File: src/shared/srco_pkg.sv
package srco_pkg;

	// Width of the data word and of the shift count field.
	localparam int SRCO_W = 16;
	localparam int SRCO_CNT_W = 4;
	// Amount by which the context switch lowers the stack pointer.
	localparam logic [15:0] SRCO_SP_STEP = 16'h0002;
	// Trap vector raised by a software break when emulation break is off.
	localparam logic [7:0] SRCO_SOFTWARE_BREAK_OP_VECTOR = 8'h08;
	// Reset value of the result, stack pointer, address and write data words.
	localparam logic [15:0] SRCO_WORD_RST = 16'h0000;

	// Operation selector for the block.
	typedef enum logic [5:0] {
		SRCO_OP_NONE = 6'h01,
		SRCO_OP_ROR = 6'h02,
		SRCO_OP_SHL = 6'h04,
		SRCO_OP_SHR = 6'h08,
		SRCO_OP_SOFTWARE_BREAK_OP = 6'h10,
		SRCO_OP_CONTEXT_SWITCH_OP = 6'h20
	} srco_op_t;

	// Condition flags in the order E, Z, V, C, N.
	typedef struct packed {
		logic e;
		logic z;
		logic v;
		logic c;
		logic n;
	} srco_flags_t;

	// One request to the block.
	typedef struct packed {
		srco_op_t op;
		logic [15:0] op1;
		logic [15:0] op2;
		logic [3:0] reg_sel;
	} srco_req_t;

endpackage

File: src/verilog/srco_core.sv
`timescale 1ns/1ps
// Summary of operation
// [RULE_01] Rotate right sets overflow on carry out.
// [RULE_02] Rotate carry is last bit out.
// [RULE_03] Rotate moves bit zero to top, carry.
// [RULE_04] Zero, negative from result; end flag cleared.
// [RULE_05] Enabled software break enters break mode.
// [RULE_06] Otherwise raise class A trap, flags kept.
// [RULE_07] Context switch pushes old value below stack.
// [RULE_08] Then loads register with second operand.
// [RULE_09] Left shift fills low bits with zeros.
// [RULE_10] Left shift carry is last top bit.
// [RULE_11] Right shift fills high bits with zeros.
// [RULE_12] Right shift overflow accumulates previous carries.
// [RULE_13] Carry and overflow give rounding information.
// [RULE_14] Right shift count zero clears overflow.
// [RULE_15] Software keeps counts within zero to fifteen.
// [RULE_16] Only low four count bits used.
// [RULE_17] Zero count leaves operand value unchanged.
module srco_core
	import srco_pkg::*;
#(
	parameter int W = SRCO_W
) (
	input wire logic i_clk,
	input wire logic i_nrst,
	input wire logic i_valid,
	input wire srco_req_t i_req,
	input wire srco_flags_t i_flags,
	input wire logic [15:0] i_stack_pointer,
	input wire logic i_onchip_emulation_logic_software_break_op_en,
	output logic o_done,
	output logic [W-1:0] o_result,
	output logic o_wr_en,
	output logic [3:0] o_wr_sel,
	output srco_flags_t o_flags,
	output logic o_flags_wr,
	output logic [15:0] o_stack_pointer,
	output logic o_sp_wr,
	output logic [15:0] o_mem_addr,
	output logic [15:0] o_mem_wdata,
	output logic o_mem_wr,
	output logic o_break_mode,
	output logic o_trap,
	output logic [7:0] o_trap_vector
);

	// Shifter outputs.
	logic [W-1:0] sh_res;
	srco_flags_t sh_flags;
	// Output registers.
	logic done_ff;
	logic [W-1:0] result_ff;
	logic wr_en_ff;
	logic [3:0] wr_sel_ff;
	srco_flags_t flags_ff;
	logic flags_wr_ff;
	logic [15:0] sp_ff;
	logic sp_wr_ff;
	logic [15:0] addr_ff;
	logic [15:0] wdata_ff;
	logic mem_wr_ff;
	logic brk_ff;
	logic trap_ff;
	logic [7:0] vec_ff;
	// Decremented stack pointer for the context switch.
	logic [15:0] nxt_sp;

	// Shift and rotate datapath.
	srco_shifter #(
		.W(W)
	) u_shifter (
		.i_op(i_req.op),
		.i_val(i_req.op1),
		.i_cnt_raw(i_req.op2),
		.i_v_old(i_flags.v),
		.o_res(sh_res),
		.o_flags(sh_flags)
	);

	// The new stack slot lies one word below the current top.
	assign nxt_sp = i_stack_pointer - SRCO_SP_STEP; // [RULE_07]

	// Register write-back and flag update for shifts and the switch.
	always_ff @(posedge i_clk) begin
		if (!i_nrst) begin
			done_ff <= 1'b0;
			result_ff <= SRCO_WORD_RST;
			wr_en_ff <= 1'b0;
			wr_sel_ff <= 4'h0;
			flags_ff <= '0;
			flags_wr_ff <= 1'b0;
		end else begin
			done_ff <= i_valid;
			wr_en_ff <= 1'b0;
			flags_wr_ff <= 1'b0;
			if (i_valid) begin
				wr_sel_ff <= i_req.reg_sel;
				// Flags pass through unless an operation changes them.
				flags_ff <= i_flags; // [RULE_06]
				case (i_req.op)
					SRCO_OP_ROR, SRCO_OP_SHL, SRCO_OP_SHR: begin
						result_ff <= sh_res;
						wr_en_ff <= 1'b1;
						flags_ff <= sh_flags; // [RULE_04]
						flags_wr_ff <= 1'b1;
					end
					SRCO_OP_CONTEXT_SWITCH_OP: begin
						result_ff <= i_req.op2; // [RULE_08]
						wr_en_ff <= 1'b1;
					end
					default: begin
						result_ff <= result_ff;
					end
				endcase
			end
		end
	end

	// Stack push of the old register value for the context switch.
	always_ff @(posedge i_clk) begin
		if (!i_nrst) begin
			sp_ff <= SRCO_WORD_RST;
			sp_wr_ff <= 1'b0;
			addr_ff <= SRCO_WORD_RST;
			wdata_ff <= SRCO_WORD_RST;
			mem_wr_ff <= 1'b0;
		end else begin
			sp_wr_ff <= 1'b0;
			mem_wr_ff <= 1'b0;
			if (i_valid && i_req.op == SRCO_OP_CONTEXT_SWITCH_OP) begin
				sp_ff <= nxt_sp; // [RULE_07]
				sp_wr_ff <= 1'b1;
				addr_ff <= nxt_sp;
				wdata_ff <= i_req.op1; // [RULE_07]
				mem_wr_ff <= 1'b1;
			end
		end
	end

	// Software break: break mode when enabled, otherwise the trap pulse.
	always_ff @(posedge i_clk) begin
		if (!i_nrst) begin
			brk_ff <= 1'b0;
			trap_ff <= 1'b0;
			vec_ff <= 8'h00;
		end else begin
			trap_ff <= 1'b0;
			if (i_valid && i_req.op == SRCO_OP_SOFTWARE_BREAK_OP) begin
				if (i_onchip_emulation_logic_software_break_op_en) begin
					brk_ff <= 1'b1; // [RULE_05]
				end else begin
					trap_ff <= 1'b1; // [RULE_06]
					vec_ff <= SRCO_SOFTWARE_BREAK_OP_VECTOR;
				end
			end else if (!i_onchip_emulation_logic_software_break_op_en) begin
				// Break mode is left when the emulation logic withdraws it.
				brk_ff <= 1'b0;
			end
		end
	end

	// Every output is a plain copy of its register, so the core that
	// consumes these results never sees a combinational path from the
	// request inputs. The latency is therefore a fixed single cycle.
	// The write strobes are pulses of one cycle; the data words stand
	// until the next operation that writes them.
	// The flag word always mirrors the latest request, even for the
	// operations that leave the flags alone, but only the shifts raise
	// the flag write strobe.
	assign o_done = done_ff;
	assign o_result = result_ff;
	assign o_wr_en = wr_en_ff;
	assign o_wr_sel = wr_sel_ff;
	assign o_flags = flags_ff;
	assign o_flags_wr = flags_wr_ff;
	assign o_stack_pointer = sp_ff;
	assign o_sp_wr = sp_wr_ff;
	assign o_mem_addr = addr_ff;
	assign o_mem_wdata = wdata_ff;
	assign o_mem_wr = mem_wr_ff;
	assign o_break_mode = brk_ff;
	assign o_trap = trap_ff;
	assign o_trap_vector = vec_ff;

endmodule

File: src/verilog/srco_shifter.sv
`timescale 1ns/1ps
// Combinational shifter for the rotate right and the two logical shifts.
module srco_shifter
	import srco_pkg::*;
#(
	parameter int W = 16
) (
	input wire srco_op_t i_op,
	input wire logic [W-1:0] i_val,
	input wire logic [15:0] i_cnt_raw,
	input wire logic i_v_old,
	output logic [W-1:0] o_res,
	output srco_flags_t o_flags
);

	// Count limited to the low four bits.
	logic [3:0] cnt;

	// Steps through the count one bit at a time, as the flags need it; the loop runs at most fifteen steps, so a count of fifteen shifts by fifteen.
	always_comb begin
		logic [W-1:0] v;
		logic c;
		logic ov;
		v = i_val;
		c = 1'b0;
		ov = 1'b0;
		cnt = i_cnt_raw[3:0]; // [RULE_16]
		for (int k = 0; k < 15; k++) begin
			if (k < int'(cnt)) begin
				if (i_op == SRCO_OP_SHL) begin
					c = v[W-1]; // [RULE_10]
					v = {v[W-2:0], 1'b0}; // [RULE_09]
				end else if (i_op == SRCO_OP_SHR) begin
					ov = ov | c; // [RULE_12]
					c = v[0];
					v = {1'b0, v[W-1:1]}; // [RULE_11]
				end else begin
					ov = ov | c; // [RULE_01]
					c = v[0]; // [RULE_02]
					v = {v[0], v[W-1:1]}; // [RULE_03]
				end
			end
		end
		// A zero count leaves the value unchanged and carry and overflow clear.
		o_res = v; // [RULE_17]
		o_flags.e = 1'b0; // [RULE_04]
		o_flags.z = (v == '0);
		o_flags.n = v[W-1];
		o_flags.c = c; // [RULE_13]
		o_flags.v = (i_op == SRCO_OP_SHL) ? 1'b0 : ov; // [RULE_14]
	end

	// The old overflow is deliberately not folded in: each operation
	// starts its sticky rounding indicator from zero.
	logic unused_v;
	assign unused_v = i_v_old;

endmodule

File: config.mk
export PLATFORM = sky130hd
export DESIGN_NAME = srco_core
export DESIGN_NICKNAME = d
export VERILOG_FILES = /design/src/shared/srco_pkg.sv /design/src/verilog/srco_core.sv /design/src/verilog/srco_shifter.sv
export SDC_FILE = /design/constraint.sdc
export NUM_CORES = 1
export LEC_CHECK = 0
export BUFFER_PORTS_ARGS = -buffer_cell sky130_fd_sc_hd__buf_2
export CAP_MARGIN = 20
export CORE_ASPECT_RATIO = 1.75
export CORE_MARGIN = 1.5
export CORE_UTILIZATION = 40
export CTS_BUF_LIST = sky130_fd_sc_hd__clkbuf_2 sky130_fd_sc_hd__clkbuf_4 sky130_fd_sc_hd__clkbuf_8
export CTS_CLUSTER_SIZE = 25
export DETAILED_ROUTE_END_ITERATION = 8
export PLACE_DENSITY = 0.74
export SLEW_MARGIN = 20
export SYNTH_ARGS = -nofsm -noshare
export SYNTH_HDL_FRONTEND = slang
export SYNTH_SLANG_ARGS = --single-unit
File: constraint.sdc
create_clock -name i_clk -period 3.8 [get_ports i_clk]
set_input_delay 0.57 -clock i_clk [delete_from_list [all_inputs] [get_ports i_clk]]
set_output_delay 0.57 -clock i_clk [all_outputs]
set_load 0.01 [all_outputs]
# == Yosys cells after proc, flatten, opt, wreduce, memory -nomap -nowiden ==
# Index checks and enable logic that the tools add are counted.
# totals
regBits,64
input_bits,67
output_inout_bits,88
elab_cells,176
# classes
addsub,1
order_cmp,15
eq_ne,7
muxes,112
bitwise,14
n_reduce_logical,11
# op_table
op,count
16-bit two-way mux,45
1-bit two-way mux,65
16-bit case mux with 2 select lines,1
4-bit < comparator (first input constant),7
16-bit zero test,1
3-bit by 4-bit < comparator with 1-bit output (first input constant),4
16-bit by 2-bit subtractor with 16-bit output (second input constant),1
1-bit bitwise OR,13
2-bit AND reduction,5
1-bit by 4-bit < comparator with 1-bit output (first input constant),2
2-bit by 4-bit < comparator with 1-bit output (first input constant),2
6-bit by 2-bit == test with 1-bit output (second input constant),1
6-bit by 3-bit == test with 1-bit output (second input constant),1
6-bit by 4-bit == test with 1-bit output (second input constant),1
6-bit by 5-bit == test with 1-bit output (second input constant),1
6-bit == test (second input constant),1
5-bit two-way mux,1
4-bit OR reduction,1
3-bit OR reduction,1
1-bit logical AND,2
2-bit by 1-bit != test with 1-bit output (second input constant),1
2-bit != test (second input constant),1
2-bit nonzero test,1
1-bit inverter,1

# == Depth between registers and ports, before layout ==
# Gate-level depths: netlist of run 1.
# depth
depth_word,48
ltp_mapped,19
depth_no_buf,13

# == By module ==
# From an unflattened synthesis of run 1, not the netlist that was laid out.
# hier_totals
hier_cells,1269
area_unflattened_um2,8419.3
# modules_own_cells
module,instances,cells_per_inst,area_per_inst_um2,seq_area_each_um2
srco_shifter,1,913,5363.9,0.0
srco_core,1,356,3055.4,1281.2

# == Worst setup path before layout of run 1 ==
# Ideal clock, no wire load.
# synth_path
path_type,input-to-reg
start,input i_req[37] (netlist bit)
end,register flags_ff (netlist bit o_flags[3])
setup_time_ns,0.087
arrival_ns,3.787
required_time_ns,3.713
setup_slack_ns,-0.074
stages,16
path_buffers,3
path_cell_list,buf_6 or4_1 buf_4 buf_6 o21ai_4 nand3_4 a221oi_2 o31ai_1 a22oi_2 a311oi_1 o311ai_2 o21ai_2 a2111oi_2 and4bb_1 o2111ai_1 o31ai_1
# synth_via
elab_chain_cells,48
# synth_lines
element,line_no,text
start: declaration,srco_core.sv:28,"input wire srco_req_t i_req,"
6-bit by 4-bit == test with 1-bit output,"srco_core.sv:101, srco_shifter.sv:33",
16-bit two-way mux,srco_shifter.sv:33,end else if (i_op == SRCO_OP_SHR) begin
16-bit two-way mux,srco_shifter.sv:30,if (i_op == SRCO_OP_SHL) begin
16-bit two-way mux,srco_shifter.sv:29,if (k < int'(cnt)) begin
16-bit two-way mux,srco_shifter.sv:33,
16-bit two-way mux,srco_shifter.sv:30,
16-bit two-way mux,srco_shifter.sv:29,
16-bit two-way mux,srco_shifter.sv:33,
[32 not listed],n/a,
16-bit two-way mux,srco_shifter.sv:33,
16-bit two-way mux,srco_shifter.sv:30,
16-bit two-way mux,srco_shifter.sv:29,
16-bit two-way mux,srco_shifter.sv:33,
16-bit two-way mux,srco_shifter.sv:30,
16-bit two-way mux,srco_shifter.sv:29,
16-bit zero test,srco_shifter.sv:47,o_flags.z = (v == '0);
5-bit two-way mux *,srco_core.sv:101,case (i_req.op)
end signal: assignment,srco_core.sv:100,flags_ff <= i_flags;
end signal: assignment,srco_core.sv:105,flags_ff <= sh_flags;
end: declaration,srco_core.sv:56,srco_flags_t flags_ff;
# Mark *: on every way between the ends. The rest lies on a longest branch, timed or not.
# A chain may end at the register's enable or synchronous reset.

# == Worst setup path in the final report of run 1 ==
# layout_path
start,input i_req[36] (netlist bit)
end,register flags_ff (netlist bit o_flags[3])
# Same word-level chain as after synthesis.

==> results.py, run 1 <==
metrics = {
    "run_status": {
        "status": "finished, violations left",
        "violations": "negative setup slack",
    },
    "timing": {
        "tightestPinTransition_ns": 0.870,
        "finalHoldViolations": 0,
        "max_freq_ghz": 0.242,
        "setup_ws_ns": -0.328,
        "rsz0062_at_grt": "yes",
        "period_minus_slack_ns": 4.13,
        "drv_slew": 0,
        "fin_crit_sh": 1.09,
        "finClkSkew_ns": 0,
        "slew_headroom": 0.418,
        "setup_viol": 16,
    },
    "power_and_ir_drop": {
        "finalPower_uw": 3260,
        "power_density_nw_per_um2": 230,
        "p_leak_uw": 0.00618,
        "vdd_drop_max_mv": 0.570,
    },
    "floorplanning": {
        "initial_core_util": 0.409,
        "die_h_um": 194,
        "dieArea_um2": 21700,
        "fp.dieW_um": 112,
        "io_pins": 155,
        "core_region_area_um2": 20300,
        "rows": 69,
    },
    "global_route": {
        "first_global_vias": 13605,
        "grt_pass1_wl_mm": 87.1,
        "grt_usage": 0.531,
        "grt_max_degree": 63,
        "antenna_found_initial": 0,
        "grt-ovfl-total": 0,
    },
    "critical_path": {
        "start_kind": "input pin",
        "crit_path_end_kind": "flop",
        "worstSetupPathType": "in -> reg",
        "r2r_end": "o_flags[3]$_SDFFE_PN0P_",
        "rr_startpoint": "o_flags[3]$_SDFFE_PN0P_",
        "required_ns": 4.08,
        "reg2reg_depth": 5,
        "arrival_ns": 4.41,
        "rrSetupSlack_ns": 2.14,
        "crit_path_max_fanout": 11,
    },
    "clock_network": {
        "cts_sinks": 64,
        "cts.htree.levels": 3,
        "clk_path_buf_depth": 2,
        "cts_tree": "built",
        "worstSkewPairLatency_ns": 0.37,
        "cts_buffers": 9,
        "root_buffer": "clkbuf_8",
        "cts.clk_slew.worst_paths_ns": 0.08,
        "hold_buffers": 0,
    },
    "final_layout": {
        "area_growth_pct": 71.1,
        "n_antenna_cell": 0,
        "stdcell_count": 1975,
        "fin_nets": 1791,
        "drive_above_1_share": 0.503,
    },
    "synthesis": {
        "async_flop_share": 0,
        "ys_warn_count": 0,
        "netlist-cell-type-count": 101,
        "ys_seq_area_frac": 0.154,
        "synthFlopType": "dfxtp_1",
        "ys_ff_latch": 64,
        "synth_top_area_cell": "dfxtp_1",
        "avgSynthCellArea_um2": 6.80,
        "synth_area_um2": 8300,
        "yosys-top-cells-area": "dfxtp_1 15%, nand2_1 6.4%, a21oi_1 5.5%, o21ai_0 5.1%, nor2_1 4.3%",
        "synth_cells": 1221,
        "synth_top_area_share": 0.154,
        "synth-edff-count": 0,
    },
    "route": {
        "drc_errors": 0,
        "routedWlPerCell_um": 30.0,
        "dr.pass1.iters": 6,
        "routed_wl_mm": 59.3,
        "first_iter_violations": 1959,
        "via_per_inst": 7.00,
        "num_vias": 13825,
        "ant_nets": 0,
    },
    "min_path": {
        "hold_path.class": "reg -> reg",
        "hold_depth": 2,
        "hold_path_startpoint": "o_result[14]$_SDFFE_PN0P_",
        "hold_end": "o_result[14]$_SDFFE_PN0P_",
    },
    "place": {
        "portBuffers": 147,
        "place_congestion": 1.11,
        "dp.cells": 1912,
        "dp_hpwl_mm": 43.5,
    },
    "flow_run": {
        "cap_violations": 0,
    },
}
power breakdown:
| group | switching [uW] | total, uW | internal, uW |
|---|---|---|---|
| Combinational | 1010 | 1800 | 782 |
| Clock | 334 | 778 | 444 |
| Sequential | 6.91 | 689 | 682 |
| Total | 1360 | 3260 | 1910 |
how the worst max path moves through the flow:
stage          cells after the start                         to       from  slack [ns]
2_1_floorplan                     15  o_result[12]$_SDFFE_PN0P_   i_req[5]        0.04
3_3_place_gp                      19    o_flags[3]$_SDFFE_PN0P_   i_req[6]       -1.30
3_5_place_dp                      17  o_result[13]$_SDFFE_PN0P_  i_req[40]       -1.16
4_1_cts                           17    o_flags[3]$_SDFFE_PN0P_  i_req[36]       -0.15
5_1_grt                           19    o_flags[3]$_SDFFE_PN0P_  i_req[36]       -0.61
6_report                          18    o_flags[3]$_SDFFE_PN0P_  i_req[36]       -0.33
registers in the layout, summed over array words and instances (netlist names):
name	count
o_mem_addr	16
o_mem_wdata	16
o_result	16
o_flags	5
o_wr_sel	4
o_break_mode	1
o_done	1
o_flags_wr	1
o_mem_wr	1
o_trap	1
o_trap_vector	1
o_wr_en	1
through the flow:
stage | TNS, ns | worst slack [ns] | area, um2 | hold slack (ns) | utilization
finish | -2.12 | -0.328 | 14200 | 0.462 | 0.700
global placement | -18.33 | -1.30 | 12100 | 0.435 | 0.597
floorplan | 0 | 0.0434 | 8350 | 0.475 | -
CTS | -0.713 | -0.152 | 13200 | 0.459 | 0.650
global route | -5.79 | -0.612 | 14200 | 0.477 | 0.700
detailed placement | -17.30 | -1.16 | 12100 | 0.444 | 0.597
worst max-delay path, cell delays in order:
cell and delay, ns:
buf_6 0.09, or4_4 0.56, buf_12 0.17, nor2_4 0.17
buf_12 0.14, buf_4 0.11, buf_12 0.14, o31a_1 0.41
a31oi_4 0.08, a22oi_2 0.26, a311oi_2 0.16, buf_4 0.17
o311ai_4 0.28, o21ai_2 0.11, a2111oi_2 0.36, and4bb_1 0.25
o2111ai_1 0.11, o31ai_1 0.23
cells in the mapped netlist, types with 7 or more instances:
cell	n
nand2_1	141
dfxtp_1	64
o211a_1	16
a221oi_1	13
nor2_1	96
o22ai_1	18
clkbuf_1	79
nand3_1	40
buf_4	28
o21a_1	8
a21o_1	13
a211oi_1	31
a211o_1	11
buf_2	26
or3_1	8
buf_1	9
nand4_1	19
mux2i_1	14
or2_2	7
nor2b_1	12
o211ai_1	21
nor4_1	12
o22a_1	7
inv_1	13
xnor2_1	8
and2_1	12
a21oi_1	92
a31o_2	7
o21ai_1	10
nand2b_1	10
nor3_1	32
a21boi_0	27
o21ai_0	85
o31ai_1	16
o221ai_1	8
a31oi_1	41
layout by cell type (no fill, tap or decap), drive strengths merged, types with 18 or more instances in the layout:
cell type	n
buf	627
nand2	142
o21ai	102
nor2	98
a21oi	92
dfxtp	64
nand3	41
a31oi	41
nor3	34
a21boi	32
a211oi	32
o211ai	21
nand4	19
o22ai	18
what timing repair did:
| item | in CTS | in global routing |
|---|---|---|
| pin swaps | 46 | 54 |
| gates cloned | 3 | 0 |
| gates resized for setup | 125 | 173 |
| setup buffers | 19 | 30 |
| endpoints found under the setup margin | 20 | 20 |
layer usage:
metal  global-route usage  wire, um  part of all wire
met5                    0         0                 0
met1                0.514     18000              0.30
met3                0.193      6100              0.10
met4                0.550      8310              0.14
met2                0.836     26900              0.45
cell type report:
class                           instances  area, um2
Clock buffer                            9        124
Clock inverter                          7        125
Fill cell                            1698       6090
Inverter                               15       60.1
Multi-Input combinational cell       1002       7490
Sequential cell                        64       1280
Tap cell                              248        310
Timing Repair Buffer                  630       4810
logic make-up after synthesis:
family                   count (synthesis)  synth area share
XOR/XNOR                                13            0.0137
flip-flops                              64             0.154
other                                    1          0.000452
buffers and inverters                  161            0.0927
AO/OA/AOI/OAI                          521             0.444
adder cells (fa/ha/maj)                  2           0.00301
AND/OR/NAND/NOR                        438             0.264
multiplexers                            21            0.0277
No activity file was read; power rests on OpenSTA's default activity.
==> run 2: changes to the inputs <==
--- a/config.mk
+++ b/config.mk
@@ -9,11 +9,12 @@
 export CAP_MARGIN = 20
 export CORE_ASPECT_RATIO = 1.75
 export CORE_MARGIN = 1.5
-export CORE_UTILIZATION = 40
+export CORE_UTILIZATION = 35
 export CTS_BUF_LIST = sky130_fd_sc_hd__clkbuf_2 sky130_fd_sc_hd__clkbuf_4 sky130_fd_sc_hd__clkbuf_8
 export CTS_CLUSTER_SIZE = 25
 export DETAILED_ROUTE_END_ITERATION = 8
-export PLACE_DENSITY = 0.74
+export HOLD_SLACK_MARGIN = 0.1
+export PLACE_DENSITY = 0.66
 export SLEW_MARGIN = 20
 export SYNTH_ARGS = -nofsm -noshare
 export SYNTH_HDL_FRONTEND = slang
==> constraint.sdc (replaced) <==
create_clock -name i_clk -period 5.1 [get_ports i_clk]
set_input_delay 0.765 -clock i_clk [delete_from_list [all_inputs] [get_ports i_clk]]
set_output_delay 0.765 -clock i_clk [all_outputs]
set_load 0.01 [all_outputs]
==> results.py, run 2 (synthesis results as in run 1) <==
metrics = {
    "power_and_ir_drop": {
        "p_int_uw": 1050,
        "p_sw_uw": 791,
        "p_leak_uw": 0.00437,
        "p_comb_frac": 0.496,
        "finalPower_uw": 1840,
        "vdd_drop_max_mv": 0.223,
        "clockPowerShare": 0.225,
        "power_density_nw_per_um2": 176,
        "swShare": 0.429,
        "pwr-share-seq": 0.279,
    },
    "place": {
        "dpl_cell_area_um2": 10300,
        "dp_hpwl_mm": 39.0,
        "place_ws_ns": 0.0530,
        "portBuffers": 147,
        "place_congestion": 1.04,
    },
    "critical_path": {
        "path_cells": "buf_2, or4b_2, a211oi_1, buf_4, a311oi_1, a31oi_1, o21ai_1, buf_4, o211ai_1, o21ai_0, a21oi_1, a221oi_1, o2bb2ai_1, a31oi_1, buf_4, a211oi_1, a31o_2",
        "required_ns": 5.35,
        "worstSetupPathType": "in -> reg",
        "crit_path_max_fanout": 18,
        "start_kind": "input pin",
        "cpLargestDelayFamily": "compound AO/OA/AOI/OAI gates",
        "crit_path_end_kind": "flop",
        "arrival_ns": 5.21,
        "rr_startpoint": "o_flags[3]$_SDFFE_PN0P_",
        "cp.buffers_inverters": 4,
        "crit_path_top_delay_cell": "or4b_2",
        "crit_top_cell": "buf_4",
        "crit_start": "i_req[5]",
        "cpPeakStageDelay_ns": 0.77,
    },
    "timing": {
        "finalHoldViolations": 0,
        "setup_viol": 0,
        "drv_slew": 0,
        "period_minus_slack_ns": 4.96,
        "slew_headroom": 0.340,
        "hold-worst-slack_ns": 0.457,
        "rsz0062_at_grt": "no",
        "fin_crit_sh": 0.973,
        "finClkSkew_ns": 0,
        "max_freq_ghz": 0.202,
        "tightestPinTransition_ns": 0.988,
        "setup_ws_ns": 0.139,
    },
    "floorplanning": {
        "initial_core_util": 0.356,
        "dieArea_um2": 24700,
        "core_region_area_um2": 23300,
        "fp.dieW_um": 119,
        "io_pins": 155,
        "rows": 74,
        "die_h_um": 207,
    },
    "global_route": {
        "grt_pass1_wl_mm": 75.5,
        "antenna_found_initial": 0,
        "grt_usage": 0.412,
        "grt_max_degree": 63,
        "first_global_vias": 11632,
        "grt-ovfl-total": 0,
    },
    "final_layout": {
        "multi_input_area_um2": 6290,
        "drive_above_1_share": 0.287,
        "ff_latch_area_um2": 1280,
        "fin_nets": 1497,
        "n_antenna_cell": 0,
        "finalInstanceArea_um2": 10500,
        "area_growth_pct": 26.0,
        "final_common_cell": "buf_4",
        "layout_common_cells": "180 x buf_4, 147 x buf_2, 141 x nand2_1, 95 x nor2_1, 92 x a21oi_1",
        "nFillCells": 2482,
    },
    "clock_network": {
        "cts_sinks": 64,
        "post_cts.repair.setup_buffers": 0,
        "worstSkewPairLatency_ns": 0.36,
        "hold_buffers": 0,
        "cts_buffers": 9,
        "cts.clk_slew.worst_paths_ns": 0.06,
        "cts_tree": "built",
        "cts_resized": 0,
        "root_buffer": "clkbuf_8",
        "cts.htree.levels": 3,
        "clk_path_buf_depth": 2,
    },
    "route": {
        "num_vias": 11683,
        "dr.pass1.iters": 8,
        "routed_wl_mm": 51.1,
        "first_iter_violations": 1402,
        "routedWlPerCell_um": 29.4,
        "drc_errors": 0,
        "via_per_inst": 6.73,
        "ant_nets": 0,
    },
    "flow_run": {
        "cap_violations": 0,
    },
    "run_status": {
        "status": "finished, final reports clean",
    },
    "min_path": {
        "hold_path.class": "reg -> reg",
        "hold_path_startpoint": "o_result[14]$_SDFFE_PN0P_",
    },
}
## run 2: metal layers
metal	up-vias	track usage	wire length [um]
met3	287	0.0714	3860
li1	5067	-	-
met5	-	0	0
met1	5562	0.429	17300
met2	767	0.713	24500
met4	0	0.363	5440
## run 2: worst reg2reg max path, delay by kind of cell, from the launching register on
family          cells  cell delay, ns
simple gates        1            0.29
compound gates      4            1.13
flops               1            0.37
## run 2: power by group through the flow
stage	sequential, uW	combinational [uW]	clock (uW)
finish	514	915	415
detailed placement	525	872	0
floorplan	529	470	0
global route	515	959	440
global placement	525	878	0
CTS	514	877	423
## run 2: final cells by class
cell class                 instances  area share
clock buffer                      12      0.0146
clock inverter                     4     0.00287
inverter                          15     0.00538
multi-input combinational       1002       0.602
sequential                        64       0.123
tap                              304      0.0364
timing repair buffer             336       0.217
## run 2: per-stage QoR
| step | instances | util | TNS [ns] |
|---|---|---|---|
| after floorplan | 1227 | - | 0 |
| after global placement | 1721 | 0.440 | -0.00786 |
| after detailed placement | 1721 | 0.440 | 0 |
| after CTS | 1737 | 0.448 | 0 |
| after global routing | 1737 | 0.448 | 0 |
| final | 1737 | 0.448 | 0 |
## run 2: final timing paths
kind | to | cells after the start | slack (ns)
setup / recovery | o_result[12]$_SDFFE_PN0P_ | 17 | 0.14
setup reg to reg | o_flags[3]$_SDFFE_PN0P_ | 5 | 3.22
hold reg to reg | o_result[14]$_SDFFE_PN0P_ | 2 | 0.46
hold / removal | o_result[14]$_SDFFE_PN0P_ | 2 | 0.46
==> run 3: changes to the inputs <==
--- a/config.mk
+++ b/config.mk
@@ -5,7 +5,6 @@
 export SDC_FILE = /design/constraint.sdc
 export NUM_CORES = 1
 export LEC_CHECK = 0
-export BUFFER_PORTS_ARGS = -buffer_cell sky130_fd_sc_hd__buf_2
 export CAP_MARGIN = 20
 export CORE_ASPECT_RATIO = 1.75
 export CORE_MARGIN = 1.5
@@ -13,8 +12,9 @@
 export CTS_BUF_LIST = sky130_fd_sc_hd__clkbuf_2 sky130_fd_sc_hd__clkbuf_4 sky130_fd_sc_hd__clkbuf_8
 export CTS_CLUSTER_SIZE = 25
 export DETAILED_ROUTE_END_ITERATION = 8
+export DONT_BUFFER_PORTS = 1
 export HOLD_SLACK_MARGIN = 0.1
-export PLACE_DENSITY = 0.66
+export PLACE_DENSITY = 0.6
 export SLEW_MARGIN = 20
 export SYNTH_ARGS = -nofsm -noshare
 export SYNTH_HDL_FRONTEND = slang
==> results.py, run 3 (synthesis results as in run 1) <==
metrics = {
    "run_status": {
        "status": "finished, final reports clean",
    },
    "floorplanning": {
        "die_h_um": 207,
        "core_region_area_um2": 23300,
        "rows": 74,
        "fp.dieW_um": 119,
        "io_pins": 155,
        "dieArea_um2": 24700,
        "initial_core_util": 0.356,
    },
    "timing": {
        "setup_ws_ns": 0.393,
        "fin_crit_sh": 0.923,
        "setup_viol": 0,
        "finalHoldViolations": 0,
        "period_minus_slack_ns": 4.71,
        "drv_slew": 0,
        "finalSetupTns_ns": 0,
        "finClkSkew_ns": 0,
        "rsz0062_at_grt": "no",
        "max_freq_ghz": 0.212,
        "tightestPinTransition_ns": 0.884,
        "slew_headroom": 0.408,
    },
    "final_layout": {
        "n_antenna_cell": 0,
        "final_common_cell": "nand2_1",
        "multi_input_area_um2": 6290,
        "nFillCells": 2577,
        "layout_common_cells": "141 x nand2_1, 95 x nor2_1, 92 x a21oi_1, 87 x buf_4, 84 x o21ai_0",
        "ff_latch_area_um2": 1280,
        "area_growth_pct": 7.58,
        "finalCoreUtilization": 0.383,
        "drive_above_1_share": 0.139,
        "fin_nets": 1252,
    },
    "critical_path": {
        "cpLargestDelayFamily": "compound AO/OA/AOI/OAI gates",
        "rr_startpoint": "o_flags[3]$_SDFFE_PN0P_",
        "crit_path_max_fanout": 16,
        "start_kind": "input pin",
        "crit_path_end_kind": "flop",
        "path_cells": "nor4_4, nand2_2, o21ai_0, a2111oi_0, buf_4, a21oi_1, nor3_1, o31ai_1, o21ai_0, a211oi_1, o32ai_1, nor4b_1, o2111ai_1, o31ai_1",
        "r2r_end": "o_flags[3]$_SDFFE_PN0P_",
        "worstSetupPathType": "in -> reg",
        "cpPeakStageDelay_ns": 0.70,
        "crit_path_top_delay_cell": "o21ai_0",
        "required_ns": 5.35,
        "reg2reg_depth": 5,
        "cp.buffers_inverters": 1,
        "arrival_ns": 4.96,
        "rrSetupSlack_ns": 3.48,
    },
    "clock_network": {
        "clk_path_buf_depth": 2,
        "cts_sinks": 64,
        "cts_buffers": 9,
        "cts_tree": "built",
        "cts.clk_slew.worst_paths_ns": 0.08,
        "root_buffer": "clkbuf_8",
        "hold_buffers": 0,
        "worstSkewPairLatency_ns": 0.34,
        "cts.htree.levels": 3,
        "cts_resized": 0,
        "post_cts.repair.setup_buffers": 0,
    },
    "global_route": {
        "grt_max_degree": 70,
        "grt-busiest-layer": "met2",
        "met2_usage": 0.618,
        "grt_use_met3": 0.0783,
        "grt_pass1_wl_mm": 67.7,
        "antenna_found_initial": 0,
        "grt_usage": 0.363,
        "first_global_vias": 10633,
        "grt_use_met1": 0.386,
        "grt-ovfl-total": 0,
    },
    "flow_run": {
        "cap_violations": 0,
    },
    "power_and_ir_drop": {
        "power_density_nw_per_um2": 185,
        "vdd_drop_max_mv": 0.212,
        "p_leak_uw": 0.00317,
    },
    "route": {
        "routedWlPerCell_um": 30.3,
        "via_per_inst": 7.27,
        "ant_nets": 0,
        "routed_wl_mm": 45.2,
        "drc_errors": 0,
        "first_iter_violations": 1351,
        "num_vias": 10835,
        "dr.pass1.iters": 9,
    },
    "min_path": {
        "hold_path.class": "reg -> reg",
        "hold_depth": 2,
        "hold_end": "o_result[9]$_SDFFE_PN0P_",
        "hold_path_startpoint": "o_result[9]$_SDFFE_PN0P_",
    },
    "place": {
        "place_congestion": 1.06,
        "portBuffers": 0,
        "place_ws_ns": 0.270,
        "dp_hpwl_mm": 32.3,
    },
}
[run 3: changes by cell type in the layout (fill, tap and decap cells not counted), sizes merged]
cell and delta:
clkinv +1, buf -245, bufinv +1, clkbuf -3
[run 3: how the worst max path moves through the flow]
| stage | to | startpoint | depth (start not counted) | slack, ns |
|---|---|---|---|---|
| finish | o_flags[3]$_SDFFE_PN0P_ | i_req[37] | 14 | 0.39 |
| global route | o_flags[3]$_SDFFE_PN0P_ | i_req[37] | 14 | 0.29 |
| CTS | o_flags[3]$_SDFFE_PN0P_ | i_req[37] | 14 | 0.60 |
| detailed placement | o_flags[3]$_SDFFE_PN0P_ | i_req[37] | 14 | 0.27 |
| global placement | o_flags[3]$_SDFFE_PN0P_ | i_req[37] | 14 | 0.23 |
| floorplan | o_flags[3]$_SDFFE_PN0P_ | i_req[37] | 16 | 1.03 |
[run 3: per-layer routing]
metal	up-vias	routed length (um)	share of wire
li1	4577	-	-
met1	5059	15100	0.33
met2	880	21300	0.47
met3	319	4470	0.099
met4	0	4340	0.096
met5	-	0	0
[run 3: area by class of cell]
class                           count  share of cell area
Inverter                           15             0.00631
Multi-Input combinational cell   1002               0.705
Clock buffer                        9              0.0139
Clock inverter                      6             0.00687
Sequential cell                    64               0.143
Tap cell                          304              0.0426
Timing Repair Buffer               91              0.0821
[run 3: where the power goes]
group,internal [uW],switching (uW)
Combinational,259,437
Sequential,509,12.3
Clock,221,217
[run 3: tightest hold or removal path, stage by stage (launching register included)]
cell	delay, ns
dfxtp_1	0.35
nand2_1	0.07
a21boi_1	0.05
[run 3: per-stage QoR]
stage / hold slack, ns / std cells / total power (uW) / area (um2)
global placement: 0.492 / 1476 / 1200 / 8730
detailed placement: 0.496 / 1476 / 1190 / 8730
floorplan: 0.475 / 1227 / 999 / 8320
CTS: 0.507 / 1491 / 1630 / 8920
finish: 0.509 / 1491 / 1660 / 8930
global route: 0.530 / 1491 / 1720 / 8930
